**config.mk**
```make
export PLATFORM = sky130hd
export DESIGN_NAME = sol_status_logic
export DESIGN_NICKNAME = d
export VERILOG_FILES = /design/src/hw/sol_pkg.sv /design/src/hw/sol_logic_gate.sv /design/src/hw/sol_low_current.sv /design/src/hw/sol_status_logic.sv
export SDC_FILE = /design/constraint.sdc
export NUM_CORES = 1
export LEC_CHECK = 0
export BUFFER_PORTS_ARGS = -buffer_cell sky130_fd_sc_hd__buf_2
export CAP_MARGIN = 20
export CORE_MARGIN = 8
export CORE_UTILIZATION = 54
export CTS_CLUSTER_SIZE = 14
export DETAILED_ROUTE_END_ITERATION = 6
export MAX_ROUTING_LAYER = met4
export PLACE_DENSITY = 0.77
export SYNTH_ARGS = -nofsm -noshare
export SYNTH_HDL_FRONTEND = slang
export SYNTH_SLANG_ARGS = --single-unit
```
**constraint.sdc**
```tcl
create_clock -name clk_sys -period 3.3 [get_ports clk_sys]
set_input_delay 0.66 -clock clk_sys [delete_from_list [all_inputs] [get_ports clk_sys]]
set_output_delay 0.66 -clock clk_sys [all_outputs]
set_load 0.02 [all_outputs]
```
**src/hw/sol_pkg.sv**
```systemverilog
// Shared constants for the drive status output logic.
// Assumes a 32-bit classic Wishbone slave with word-aligned registers.
package sol_pkg;
    localparam int unsigned WB_AW = 8;
    localparam int unsigned WB_DW = 32;
    localparam int unsigned OPT_W = 6;
    localparam int unsigned N_LOGIC = 6;
    localparam int unsigned N_GENERAL = 6;
    localparam int unsigned N_EVT = 6;
    localparam int unsigned SENS_W = 8;

    // Register byte offsets
    localparam logic [WB_AW-1:0] ADDR_CFG = 8'h00;
    localparam logic [WB_AW-1:0] ADDR_OVERHEAT_LEVEL = 8'h04;
    localparam logic [WB_AW-1:0] ADDR_LOW_CURRENT_LEVEL = 8'h08;
    localparam logic [WB_AW-1:0] ADDR_GENERAL_OUT = 8'h0C;
    localparam logic [WB_AW-1:0] ADDR_LOGIC_BASE = 8'h10;
    localparam logic [WB_AW-1:0] ADDR_STATUS = 8'h28;
    localparam logic [WB_AW-1:0] ADDR_IRQ_STATUS = 8'h2C;
    localparam logic [WB_AW-1:0] ADDR_IRQ_CLEAR = 8'h30;
    localparam logic [WB_AW-1:0] ADDR_IRQ_ENABLE = 8'h34;

    // Field positions
    localparam int unsigned CFG_FAN_LSB = 0;
    localparam int unsigned CFG_LCMODE_LSB = 2;
    localparam int unsigned LOGIC_A_LSB = 0;
    localparam int unsigned LOGIC_B_LSB = 8;
    localparam int unsigned LOGIC_OP_LSB = 16;

    // Reset values
    localparam logic [1:0] FAN_CTRL_RST = 2'h0;
    localparam logic [1:0] LC_MODE_RST = 2'h0;
    localparam logic [SENS_W-1:0] OVERHEAT_LEVEL_RST = 8'h5A;
    localparam logic [SENS_W-1:0] LOW_CURRENT_LEVEL_RST = 8'h00;

    // Option codes
    localparam logic [OPT_W-1:0] OPT_LOGIC_FIRST = 6'h21;
    localparam logic [OPT_W-1:0] OPT_CAP_LIFE = 6'h27;
    localparam logic [OPT_W-1:0] OPT_LOW_FAN = 6'h28;
    localparam logic [OPT_W-1:0] OPT_START_CONTACT = 6'h29;
    localparam logic [OPT_W-1:0] OPT_OVERHEAT = 6'h2A;
    localparam logic [OPT_W-1:0] OPT_LOW_CURRENT = 6'h2B;
    localparam logic [OPT_W-1:0] OPT_GENERAL_FIRST = 6'h2C;
    localparam logic [OPT_W-1:0] OPT_READY = 6'h32;

    // Operator, fan and monitoring mode codes
    localparam logic [1:0] OP_AND = 2'h0;
    localparam logic [1:0] OP_OR = 2'h1;
    localparam logic [1:0] OP_XOR = 2'h2;
    localparam logic [1:0] FAN_RUN_ONLY = 2'h1;
    localparam logic [1:0] LC_ALL_PHASES = 2'h0;
    localparam logic [1:0] LC_CONST_ONLY = 2'h1;

    // Thresholds: fan in percent, current in tenths of rated current
    localparam logic [SENS_W-1:0] FAN_LOW_PCT = 8'h4B;
    localparam logic [SENS_W-1:0] LOW_CURRENT_MAX = 8'h14;
    localparam logic [SENS_W-1:0] CAP_LIFE_END = 8'h00;

    // Interrupt event bits
    localparam int unsigned EV_CAP = 0;
    localparam int unsigned EV_FAN = 1;
    localparam int unsigned EV_HEAT = 2;
    localparam int unsigned EV_LOWCUR = 3;
    localparam int unsigned EV_NOTREADY = 4;
    localparam int unsigned EV_RUNCLASH = 5;
endpackage

```
**src/hw/sol_logic_gate.sv**
```systemverilog
// One configurable two-input logic output.
// Assumes the option vector is already registered by the caller.
`timescale 1ns/1ps
`default_nettype none
module sol_logic_gate
    import sol_pkg::*;
(
    input wire logic [63:0] optVec,
    input wire logic [sol_pkg::OPT_W-1:0] aSel,
    input wire logic [sol_pkg::OPT_W-1:0] bSel,
    input wire logic [1:0] opSel,
    output logic result
);
    logic opA;
    logic opB;

    assign opA = optVec[aSel];
    assign opB = optVec[bSel];

    always_comb begin
        case (opSel)
            OP_AND: result = opA & opB;
            OP_OR: result = opA | opB;
            OP_XOR: result = opA ^ opB;
            default: result = 1'b0;
        endcase
    end
endmodule
`default_nettype wire

```
**src/hw/sol_low_current.sv**
```systemverilog
// Low output current comparator with phase qualification.
// Assumes synchronised current and phase inputs.
`timescale 1ns/1ps
`default_nettype none
module sol_low_current
    import sol_pkg::*;
(
    input wire logic [sol_pkg::SENS_W-1:0] current,
    input wire logic [sol_pkg::SENS_W-1:0] level,
    input wire logic [1:0] mode,
    input wire logic phaseAccel,
    input wire logic phaseDecel,
    input wire logic phaseConst,
    output logic result
);
    logic phaseOk;

    always_comb begin
        case (mode)
            LC_ALL_PHASES: phaseOk = phaseAccel | phaseDecel | phaseConst;
            LC_CONST_ONLY: phaseOk = phaseConst;
            default: phaseOk = 1'b0;
        endcase
    end

    assign result = phaseOk && (current < level);
endmodule
`default_nettype wire

```
**src/hw/sol_status_logic.sv**
```systemverilog
// Drive status output logic: selectable status signals with a Wishbone register file.
// Assumes all sensor and command inputs come from outside the clock domain.
`timescale 1ns/1ps
`default_nettype none
module sol_status_logic
    import sol_pkg::*;
(
    input wire logic clk_sys,
    input wire logic rst,
    input wire logic wb_cyc_i,
    input wire logic wb_stb_i,
    input wire logic wb_we_i,
    input wire logic [sol_pkg::WB_AW-1:0] wb_adr_i,
    input wire logic [3:0] wb_sel_i,
    input wire logic [sol_pkg::WB_DW-1:0] wb_dat_i,
    output logic [sol_pkg::WB_DW-1:0] wb_dat_o,
    output logic wb_ack_o,
    output logic irq,
    input wire logic [63:0] extOptions,
    input wire logic runForwardIn,
    input wire logic runReverseIn,
    input wire logic mainPowerOk,
    input wire logic driveTripped,
    input wire logic fanRunning,
    input wire logic phaseAccel,
    input wire logic phaseDecel,
    input wire logic phaseConst,
    input wire logic [sol_pkg::SENS_W-1:0] capLifePct,
    input wire logic [sol_pkg::SENS_W-1:0] fanSpeedPct,
    input wire logic [sol_pkg::SENS_W-1:0] heatsinkTempC,
    input wire logic [sol_pkg::SENS_W-1:0] outputCurrent,
    output logic [sol_pkg::N_LOGIC-1:0] logicOutput,
    output logic capacitorLifeWarning,
    output logic lowFanSpeedWarning,
    output logic startingContactOutput,
    output logic heatsinkOverheatWarning,
    output logic lowCurrentOutput,
    output logic [sol_pkg::N_GENERAL-1:0] generalOutput,
    output logic driveReadyOutput,
    output logic motorRunEnable
);
    localparam int unsigned SYNC_W = 9 + 4 * SENS_W + 64;

    // Two-stage synchroniser on every sensor and command input; the Wishbone inputs are not synchronised
    logic [SYNC_W-1:0] syncMeta_q;
    logic [SYNC_W-1:0] syncStable_q;
    logic [SYNC_W-1:0] pinBus;

    assign pinBus = {extOptions, runForwardIn, runReverseIn, mainPowerOk, driveTripped, fanRunning,
                     phaseAccel, phaseDecel, phaseConst, 1'b0, capLifePct, fanSpeedPct,
                     heatsinkTempC, outputCurrent};

    always_ff @(posedge clk_sys) begin
        if (rst) begin
            syncMeta_q <= '0;
            syncStable_q <= '0;
        end else begin
            syncMeta_q <= pinBus;
            syncStable_q <= syncMeta_q;
        end
    end

    logic [63:0] extOpt;
    logic fwdS;
    logic revS;
    logic powerS;
    logic tripS;
    logic fanRunS;
    logic accelS;
    logic decelS;
    logic constS;
    logic [SENS_W-1:0] capS;
    logic [SENS_W-1:0] fanS;
    logic [SENS_W-1:0] tempS;
    logic [SENS_W-1:0] curS;
    logic unusedSpare;

    assign {extOpt, fwdS, revS, powerS, tripS, fanRunS, accelS, decelS, constS, unusedSpare,
            capS, fanS, tempS, curS} = syncStable_q;

    // Software-visible settings
    logic [1:0] fanCtrl_q;
    logic [1:0] lcMode_q;
    logic [SENS_W-1:0] heatLevel_q;
    logic [SENS_W-1:0] lcLevel_q;
    logic [N_GENERAL-1:0] generalReg_q;
    logic [OPT_W-1:0] srcA_q [N_LOGIC];
    logic [OPT_W-1:0] srcB_q [N_LOGIC];
    logic [1:0] oper_q [N_LOGIC];
    logic [N_EVT-1:0] irqStatus_q;
    logic [N_EVT-1:0] irqEnable_q;
    logic [N_EVT-1:0] irqStatus_d;

    // Bus handshake: data is latched with ack, writes land on the edge that sees ack
    logic busReq;
    logic wrCommit;
    logic [WB_DW-1:0] wrMask;
    logic [WB_DW-1:0] rdData;
    logic [N_EVT-1:0] irqClear;
    logic [N_EVT-1:0] events;

    assign busReq = wb_cyc_i & wb_stb_i;
    assign wrCommit = busReq & wb_we_i & wb_ack_o;
    assign wrMask = {{8{wb_sel_i[3]}}, {8{wb_sel_i[2]}}, {8{wb_sel_i[1]}}, {8{wb_sel_i[0]}}};

    function automatic logic [WB_DW-1:0] merge(input logic [WB_DW-1:0] oldV, input logic [WB_DW-1:0] newV,
                                               input logic [WB_DW-1:0] mask);
        merge = (oldV & ~mask) | (newV & mask);
    endfunction

    logic [WB_DW-1:0] cfgWord;
    logic [WB_DW-1:0] cfgNew;
    logic [WB_DW-1:0] lcNew;
    logic [WB_DW-1:0] heatNew;
    logic [WB_DW-1:0] genNew;
    logic [WB_DW-1:0] lcWord;
    logic [WB_DW-1:0] irqEnNew;

    assign cfgWord = {28'h0000000, lcMode_q, fanCtrl_q};
    assign cfgNew = merge(cfgWord, wb_dat_i, wrMask);
    assign heatNew = merge({24'h000000, heatLevel_q}, wb_dat_i, wrMask);
    assign lcWord = merge({24'h000000, lcLevel_q}, wb_dat_i, wrMask);
    assign lcNew = (lcWord[SENS_W-1:0] > LOW_CURRENT_MAX) ? {24'h000000, LOW_CURRENT_MAX} : lcWord;
    assign genNew = merge({26'h0000000, generalReg_q}, wb_dat_i, wrMask);
    assign irqEnNew = merge({26'h0000000, irqEnable_q}, wb_dat_i, wrMask);
    assign irqClear = (wrCommit && wb_adr_i == ADDR_IRQ_CLEAR) ? wb_dat_i[N_EVT-1:0] : '0;

    always_ff @(posedge clk_sys) begin
        if (rst) begin
            fanCtrl_q <= FAN_CTRL_RST;
            lcMode_q <= LC_MODE_RST;
            heatLevel_q <= OVERHEAT_LEVEL_RST;
            lcLevel_q <= LOW_CURRENT_LEVEL_RST;
            generalReg_q <= '0;
            irqEnable_q <= '0;
        end else if (wrCommit) begin
            case (wb_adr_i)
                ADDR_CFG: begin
                    fanCtrl_q <= cfgNew[CFG_FAN_LSB +: 2];
                    lcMode_q <= cfgNew[CFG_LCMODE_LSB +: 2];
                end
                ADDR_OVERHEAT_LEVEL: heatLevel_q <= heatNew[SENS_W-1:0];
                ADDR_LOW_CURRENT_LEVEL: lcLevel_q <= lcNew[SENS_W-1:0];
                ADDR_GENERAL_OUT: generalReg_q <= genNew[N_GENERAL-1:0];
                ADDR_IRQ_ENABLE: irqEnable_q <= irqEnNew[N_EVT-1:0];
                default: ;
            endcase
        end
    end

    // One settings triplet per logic output, at consecutive words
    genvar gi;
    generate
        for (gi = 0; gi < N_LOGIC; gi++) begin : gTriplet
            localparam logic [WB_AW-1:0] ADDR_T = ADDR_LOGIC_BASE + WB_AW'(4 * gi);
            logic [WB_DW-1:0] tripWord;
            logic [WB_DW-1:0] tripNew;
            assign tripWord = {14'h0000, oper_q[gi], 2'h0, srcB_q[gi], 2'h0, srcA_q[gi]};
            assign tripNew = merge(tripWord, wb_dat_i, wrMask);
            always_ff @(posedge clk_sys) begin
                if (rst) begin
                    srcA_q[gi] <= '0;
                    srcB_q[gi] <= '0;
                    oper_q[gi] <= OP_AND;
                end else if (wrCommit && wb_adr_i == ADDR_T) begin
                    srcA_q[gi] <= tripNew[LOGIC_A_LSB +: OPT_W];
                    srcB_q[gi] <= tripNew[LOGIC_B_LSB +: OPT_W];
                    oper_q[gi] <= tripNew[LOGIC_OP_LSB +: 2];
                end
            end
        end
    endgenerate

    // Status conditions, evaluated from the synchronised inputs
    logic capWarn_d;
    logic fanWarn_d;
    logic start_d;
    logic heat_d;
    logic lowCur_d;
    logic ready_d;
    logic runClash;
    logic [N_LOGIC-1:0] logic_d;

    assign capWarn_d = (capS <= CAP_LIFE_END);
    assign fanWarn_d = (fanS <= FAN_LOW_PCT) && !(fanCtrl_q == FAN_RUN_ONLY && !fanRunS);
    assign runClash = fwdS & revS;
    assign start_d = (fwdS | revS) & ~runClash;
    assign heat_d = (tempS > heatLevel_q);
    assign ready_d = powerS & ~tripS;

    sol_low_current uLowCur (
        .current(curS),
        .level(lcLevel_q),
        .mode(lcMode_q),
        .phaseAccel(accelS),
        .phaseDecel(decelS),
        .phaseConst(constS),
        .result(lowCur_d)
    );

    // Operand vector of registered outputs; using last cycle's values keeps loops between outputs safe
    logic [63:0] optVec;
    always_comb begin
        optVec = extOpt;
        optVec[OPT_LOGIC_FIRST +: N_LOGIC] = logicOutput;
        optVec[OPT_CAP_LIFE] = capacitorLifeWarning;
        optVec[OPT_LOW_FAN] = lowFanSpeedWarning;
        optVec[OPT_START_CONTACT] = startingContactOutput;
        optVec[OPT_OVERHEAT] = heatsinkOverheatWarning;
        optVec[OPT_LOW_CURRENT] = lowCurrentOutput;
        optVec[OPT_GENERAL_FIRST +: N_GENERAL] = generalOutput;
        optVec[OPT_READY] = driveReadyOutput;
    end

    generate
        for (gi = 0; gi < N_LOGIC; gi++) begin : gLogic
            sol_logic_gate uGate (
                .optVec(optVec),
                .aSel(srcA_q[gi]),
                .bSel(srcB_q[gi]),
                .opSel(oper_q[gi]),
                .result(logic_d[gi])
            );
        end
    endgenerate

    always_ff @(posedge clk_sys) begin
        if (rst) begin
            logicOutput <= '0;
            capacitorLifeWarning <= 1'b0;
            lowFanSpeedWarning <= 1'b0;
            startingContactOutput <= 1'b0;
            heatsinkOverheatWarning <= 1'b0;
            lowCurrentOutput <= 1'b0;
            generalOutput <= '0;
            driveReadyOutput <= 1'b0;
            motorRunEnable <= 1'b0;
        end else begin
            logicOutput <= logic_d;
            capacitorLifeWarning <= capWarn_d;
            lowFanSpeedWarning <= fanWarn_d;
            startingContactOutput <= start_d;
            heatsinkOverheatWarning <= heat_d;
            lowCurrentOutput <= lowCur_d;
            generalOutput <= generalReg_q;
            driveReadyOutput <= ready_d;
            motorRunEnable <= ready_d & start_d;
        end
    end

    // Interrupts: set wins over a clear in the same cycle
    assign events[EV_CAP] = capWarn_d & ~capacitorLifeWarning;
    assign events[EV_FAN] = fanWarn_d & ~lowFanSpeedWarning;
    assign events[EV_HEAT] = heat_d & ~heatsinkOverheatWarning;
    assign events[EV_LOWCUR] = lowCur_d & ~lowCurrentOutput;
    assign events[EV_NOTREADY] = ~ready_d & driveReadyOutput;
    assign events[EV_RUNCLASH] = runClash;
    assign irqStatus_d = (irqStatus_q & ~irqClear) | events;

    always_ff @(posedge clk_sys) begin
        if (rst) begin
            irqStatus_q <= '0;
            irq <= 1'b0;
        end else begin
            irqStatus_q <= irqStatus_d;
            irq <= |(irqStatus_d & irqEnable_q);
        end
    end

    // Read mux; unmapped addresses read zero and are still acknowledged
    always_comb begin
        rdData = '0;
        case (wb_adr_i)
            ADDR_CFG: rdData = cfgWord;
            ADDR_OVERHEAT_LEVEL: rdData[SENS_W-1:0] = heatLevel_q;
            ADDR_LOW_CURRENT_LEVEL: rdData[SENS_W-1:0] = lcLevel_q;
            ADDR_GENERAL_OUT: rdData[N_GENERAL-1:0] = generalReg_q;
            ADDR_STATUS: rdData[17:0] = optVec[OPT_READY:OPT_LOGIC_FIRST];
            ADDR_IRQ_STATUS: rdData[N_EVT-1:0] = irqStatus_q;
            ADDR_IRQ_ENABLE: rdData[N_EVT-1:0] = irqEnable_q;
            default: begin
                for (int k = 0; k < N_LOGIC; k++) begin
                    if (wb_adr_i == ADDR_LOGIC_BASE + WB_AW'(4 * k)) begin
                        rdData = {14'h0000, oper_q[k], 2'h0, srcB_q[k], 2'h0, srcA_q[k]};
                    end
                end
            end
        endcase
    end

    always_ff @(posedge clk_sys) begin
        if (rst) begin
            wb_ack_o <= 1'b0;
            wb_dat_o <= '0;
        end else begin
            wb_ack_o <= busReq & ~wb_ack_o;
            if (busReq && !wb_ack_o && !wb_we_i) begin
                wb_dat_o <= rdData;
            end
        end
    end
endmodule
`default_nettype wire

```
Word-level counts from Yosys, hierarchy flattened
Memory sizes are Yosys's and may differ from the RTL's.
Cells that the tools add are included.
{ "totals": {"ff_bits": 301, "ram_bits": 84, "input_bits": 153, "output_inout_bits": 53, "word_cells": 271, "mem_count": 3} }
{ "memory_table": {"columns": ["memory", "words", "width", "rd", "rd_clocked_by_memory_dff", "write_ports", "line", "text"], "rows": [
  ["srcA_q", 6, 6, 6, 0, 6, "sol_status_logic.sv:87", "logic [OPT_W-1:0] srcA_q [N_LOGIC];"],
  ["srcB_q", 6, 6, 6, 0, 6, "sol_status_logic.sv:88", "logic [OPT_W-1:0] srcB_q [N_LOGIC];"],
  ["oper_q", 6, 2, 6, 0, 6, "sol_status_logic.sv:89", "logic [1:0] oper_q [N_LOGIC];"]
]} }
{ "op_classes": {"order_cmp": 17, "eq_ne": 27, "mux": 81, "bitwise": 88, "reduce_logical": 33} }
{ "op_table": {"columns": ["operator", "n"], "rows": [
  ["2-to-1 mux 32 bit", 5],
  ["AND 18 bit", 7],
  ["bitwise OR 18 bit", 6],
  ["less-than comparator 6 x 7 -> 1 bit, second input constant", 12],
  ["2-to-1 mux 6 bit", 13],
  ["binary-select mux 1 bit (select 6 bit)", 12],
  ["equality test 8 x 6 -> 1 bit, second input constant", 6],
  ["one-hot mux 6 bit (7 select lines)", 1],
  ["equality test 8 x 5 -> 1 bit, second input constant", 4],
  ["2-to-1 mux 1 bit", 32],
  ["bitwise OR 1 bit", 27],
  ["AND 6 bit", 4],
  ["one-hot mux 10 bit (2 select lines)", 1],
  ["AND 1 bit", 19],
  ["2-to-1 mux 18 bit", 1],
  ["inverter 18 bit", 1],
  ["bitwise OR 6 bit", 3],
  ["one-hot mux 1 bit (3 select lines)", 6],
  ["AND 8 bit", 2],
  ["equality test 2 x 1 -> 1 bit, second input constant", 8],
  ["equality test 8 x 4 -> 1 bit, second input constant", 2],
  ["bitwise OR 8 bit", 2],
  ["logical NOT 2 bit", 7],
  ["2-to-1 mux 14 bit", 1],
  ["other kinds (23)", 64]
]} }

Depth between registers and ports, before layout
{ "depth": {"ltp_word": 10, "mapped_depth": 12} }

Modules after synthesis
A second synthesis with hierarchy kept.
{ "hier_totals": {"hier_cells": 1691, "hier_area_um2": 20218.1} }
{ "modules_own_cells": {"columns": ["module", "instances", "cells_each", "area_per_inst_um2"], "rows": [
  ["sol_status_logic", 1, 1147, 12498.2],
  ["sol_logic_gate (gLogic[0].uGate ...)", 3, 82, 1273.7],
  ["sol_logic_gate (gLogic[3].uGate ...)", 3, 90, 1233.7],
  ["sol_low_current", 1, 28, 197.7]
]} }

Worst setup path before layout
Ideal clock, no wire load.
{ "synth_path": {"path_kind": "input port to flip-flop", "start": "input port wb_adr_i[2] (netlist name)", "end": "memory oper_q[1][0], enable pin", "t_arrival_ps": 2735, "required_time_ps": 2896, "path_slack_ps": 160, "stages": 6, "n_path_buf": 4, "path_cell_list": "clkbuf_1 buf_2 buf_2 clkbuf_1 nand2_1 o21ai_0"} }
{ "synth_rtl": {"columns": ["element", "line", "text"], "rows": [
  ["start, declared", "sol_status_logic.sv:13", "input wire logic [sol_pkg::WB_AW-1:0] wb_adr_i,"],
  ["end, declared", "sol_status_logic.sv:89", null]
]} }

Worst setup path after layout
{ "layout_path": {"start": "register lowCurrentOutput", "end": "register logicOutput[0] (netlist name)"} }
{ "layout_between": {"elab_chain_len": 4, "word_cells_on_any_way": 8} }
{ "layout_rtl": {"columns": ["element", "line", "text"], "rows": [
  ["start, declared", "sol_status_logic.sv:37", "output logic lowCurrentOutput,"],
  ["start signal, assigned", "sol_status_logic.sv:244", "lowCurrentOutput <= lowCur_d;"],
  ["binary-select mux 1 bit (select 6 bit) (on tied branches)", "sol_logic_gate.sv:17, sol_logic_gate.sv:18", null],
  ["2-to-1 mux 1 bit (on tied branches)", "sol_logic_gate.sv:17, sol_logic_gate.sv:18", null],
  ["XOR 1 bit, or another cell as far along", "sol_logic_gate.sv:24", "OP_XOR: result = opA ^ opB;"],
  ["one-hot mux 1 bit (3 select lines) (*)", "sol_logic_gate.sv:21", "case (opSel)"],
  ["end signal, assigned", "sol_status_logic.sv:239", "logicOutput <= logic_d;"],
  ["end, declared", "sol_status_logic.sv:32", "output logic [sol_pkg::N_LOGIC-1:0] logicOutput,"]
]} }
Every way passes the cells marked *; elsewhere a longest branch is shown, timed or not. The select of a mux whose other input is x is not followed.
A chain may end at the register's enable or synchronous reset.

==> impl_metrics.env <==
export IMPL_dpl_hpwl_mm=46.2
export IMPL_grt_max_degree=197
export IMPL_die_h_um=208
export IMPL_pin_count=206
export IMPL_hold_violations=0
export IMPL_yosysTopAreaCellShare_pct=24.6
export IMPL_crit_top_cell="nor2_1"
export IMPL_slew_headroom_pct=38.2
export IMPL_yosysUniqueCellTypes=76
export IMPL_numCtsBuffers=34
export IMPL_drive_gt1_share_pct=27.1
export IMPL_gp_congestion=1.02
export IMPL_seq_area_frac_synth_pct=37.3
export IMPL_clk_pin_slew_ns=0.07
export IMPL_synth_area_top_cells="dfxtp_1 25%, mux4_2 21%, edfxtp_1 13%, nor2b_1 6.1%, mux2i_1 6.0%"
export IMPL_wl_mm=65.7
export IMPL_cp_slowest_cell="mux4_1"
export IMPL_seq_area_um2=7430
export IMPL_yosysWarnings=0
export IMPL_die_w_um=208
export IMPL_dr_pass1_iters=7
export IMPL_synth_seq_cells=329
export IMPL_start_util_pct=54.7
export IMPL_crit_chain="mux4_1, mux4_2, nand3_1, o31ai_1, a311oi_1, ha_1, mux2i_1, nor2_1, a21oi_1, nor2_1"
export IMPL_fill_cells=2928
export IMPL_fmax_mhz=321
export IMPL_antenna_found_initial=1
export IMPL_clkLatencyLatePin_ns=0.56
export IMPL_cts_tree="yes"
export IMPL_antenna_cells=0
export IMPL_rsz0062_at_grt="false"
export IMPL_wire_per_inst_um=27.4
export IMPL_nNetsFinal=2089
export IMPL_drv_slew=0
export IMPL_cap_viol_max_count=0
export IMPL_worst_slew_pin_slew_ns=0.925
export IMPL_core_region_area_um2=36400
export IMPL_start_kind="register"
export IMPL_synthCells=1841
export IMPL_cts_buffer_depth=3
export IMPL_arrival_ns=3.56
export IMPL_grt_pass1_wl_mm=98.8
export IMPL_failed_checks="design-rule violations"
export IMPL_h_tree_depth=2
export IMPL_place_inst=2340
export IMPL_vias=16600
export IMPL_crit_type="reg2reg"
export IMPL_cp_end_kind="register"
export IMPL_row_count=70
export IMPL_grt_pass1_vias=16100
export IMPL_cp_required_ns=3.74
export IMPL_root_buffer="clkbuf_16"
export IMPL_cp_slowest_stage_delay_ns=0.63
export IMPL_fin_worst_skew_ns=0.0384
export IMPL_io_buffers=154
export IMPL_synthFlopType="dfxtp_1"
export IMPL_setup_viol=0
export IMPL_run_status="finished, violations left"
export IMPL_worstHoldPathType="in2reg"
export IMPL_stdcell_count=2401
export IMPL_cts_hold_buf=0
export IMPL_ant_nets=0
export IMPL_fp_dieArea_um2=43300
export IMPL_cts_sinks=329
export IMPL_overflow=0
export IMPL_post_route_drc_count=14
export IMPL_ir_drop_v=0.000448
export IMPL_power_density_nw_per_um2=430
export IMPL_drtIter0Drc=2489
export IMPL_p_leak_nw=8.52
export IMPL_track_usage_pct=30.3
export IMPL_syn_area_per_cell_um2=10.8
export IMPL_fin_tns_setup_ns=0
export IMPL_multi_input_area_um2=11300
export IMPL_syn_area_um2=19900
export IMPL_finalCriticalPeriod_ns=3.12
export IMPL_synth_edf_count=84
export IMPL_period_share_pct=94.4
export IMPL_vias_per_cell=6.91
export IMPL_cts_repair_resized=0
export IMPL_area_growth_pct=11.4
export IMPL_path_max_fanout=14
export IMPL_cts_setup_buffers=0
export IMPL_async_flop_share_pct=0
export IMPL_yosysTopAreaCell="dfxtp_1"
-- sequential cells by signal (all words and copies together), names as in the netlist, named ones only --
signal and cells:
motorRunEnable 1, lowCurrentOutput 1, irqStatus_q 6, heatsinkOverheatWarning 1, wb_dat_o 18, wb_ack_o 1, startingContactOutput 1, syncStable_q 84
irq 1, oper_q 12, generalOutput 6, lowFanSpeedWarning 1, driveReadyOutput 1, lcLevel_q 8, logicOutput 6, capacitorLifeWarning 1
srcB_q 36, srcA_q 36, syncMeta_q 84
-- cell type report --
type | count | share of cell area, %
flip-flops and latches | 329 | 33.5
clock buffers | 46 | 4.29
multi-input cells | 1253 | 51.0
inverters | 27 | 0.457
repair buffers | 263 | 7.36
well taps | 468 | 2.64
clock inverters | 15 | 0.761
-- report_power, final --
part	switching [mW]	leakage (nW)	internal [mW]
clock network	1.65	0.554	2.22
registers	0.260	2.88	4.29
logic	0.582	5.08	0.555
-- synthesized netlist by cell type, drive strengths merged (6+ instances only) --
library cell / count
o211ai: 13
ha: 28
a2111oi: 6
inv: 26
mux2i: 119
and2: 7
nor2b: 193
nand2: 129
a221oi: 6
a21oi: 125
nand3: 39
nor4b: 6
mux2: 9
edfxtp: 84
a211oi: 18
a32oi: 6
a2bb2oi: 9
clkbuf: 166
dfxtp: 245
nand4: 7
nor2: 74
nor3: 15
mux4: 199
nand2b: 49
buf: 79
a31oi: 14
and3: 12
o21ai: 60
-- worst paths after layout --
path	from	endpoint	slack, ns	depth (start not counted)
setup / recovery	lowCurrentOutput	logicOutput[0]	0.18	10
hold / removal	capLifePct[3]	syncMeta_q[27]	0.32	2
setup reg to reg	lowCurrentOutput	logicOutput[0]	0.18	10
hold reg to reg	syncMeta_q[25]	syncStable_q[25]	0.43	1
-- cells in the final DEF (no fill, tap or decap), types with 7 or more instances in the layout --
cell type,Yosys,routed
buf_2,38,153
and3_1,12,12
conb_1,1,14
nor2_1,74,74
o211ai_1,13,13
a2bb2oi_1,9,9
clkinv_2,0,7
mux2_2,9,9
buf_4,31,106
nand2_1,129,129
mux4_1,14,14
edfxtp_1,84,84
mux2i_1,119,119
nand3_1,39,39
o21ai_0,60,58
ha_1,28,28
dfxtp_1,245,245
nand4_1,7,7
inv_1,26,26
mux4_2,185,185
nor2b_1,193,193
nand2b_1,49,49
clkbuf_16,0,36
nor3_1,15,14
a211oi_1,18,18
a21oi_1,125,125
a31oi_1,14,14
clkbuf_1,165,8
-- critical path, delay by kind of cell, from the launching register on --
family | cells | cell delay (ns)
adder cells (fa/ha/maj) | 1 | 0.32
flip-flops | 1 | 0.57
multiplexers | 3 | 1.25
AO/OA/AOI/OAI | 3 | 0.65
AND/OR/NAND/NOR | 3 | 0.21
-- through the flow --
| step | total power, mW | hold slack [ns] | setup slack [ns] | utilization [%] | cell area, µm² |
|---|---|---|---|---|---|
| 4_1_cts | 9.54 | 0.304 | 0.311 | 60.9 | 22200 |
| 2_1_floorplan | 5.30 | 0.414 | 0.160 | - | 20000 |
| 3_3_place_gp | 5.69 | 0.421 | 0.339 | 57.8 | 21100 |
| 5_1_grt | 9.82 | 0.311 | 0.0758 | 60.9 | 22200 |
| 6_report | 9.55 | 0.321 | 0.184 | 60.9 | 22200 |
| 3_5_place_dp | 5.72 | 0.420 | 0.309 | 57.8 | 21100 |
-- cell families (layout without fill, tap and decap cells) --
family | after synthesis | after routing | share of synthesized area, %
AO/OA/AOI/OAI | 320 | 320 | 10.2
buffers and inverters | 272 | 351 | 6.23
AND/OR/NAND/NOR | 564 | 564 | 15.2
multiplexers | 327 | 327 | 29.3
adder cells (fa/ha/maj) | 28 | 28 | 1.76
other | 1 | 14 | 0.0188
flip-flops | 329 | 329 | 37.3
-- routing by layer --
metal,vias up,track usage [%],wire length [µm]
met1,7799,38.5,23200
li1,6928,-,-
met5,-,-,0
met3,330,9.21,10200
met2,1545,43.3,28300
met4,0,15.9,3990
No activity file was read; power rests on OpenSTA's default activity.
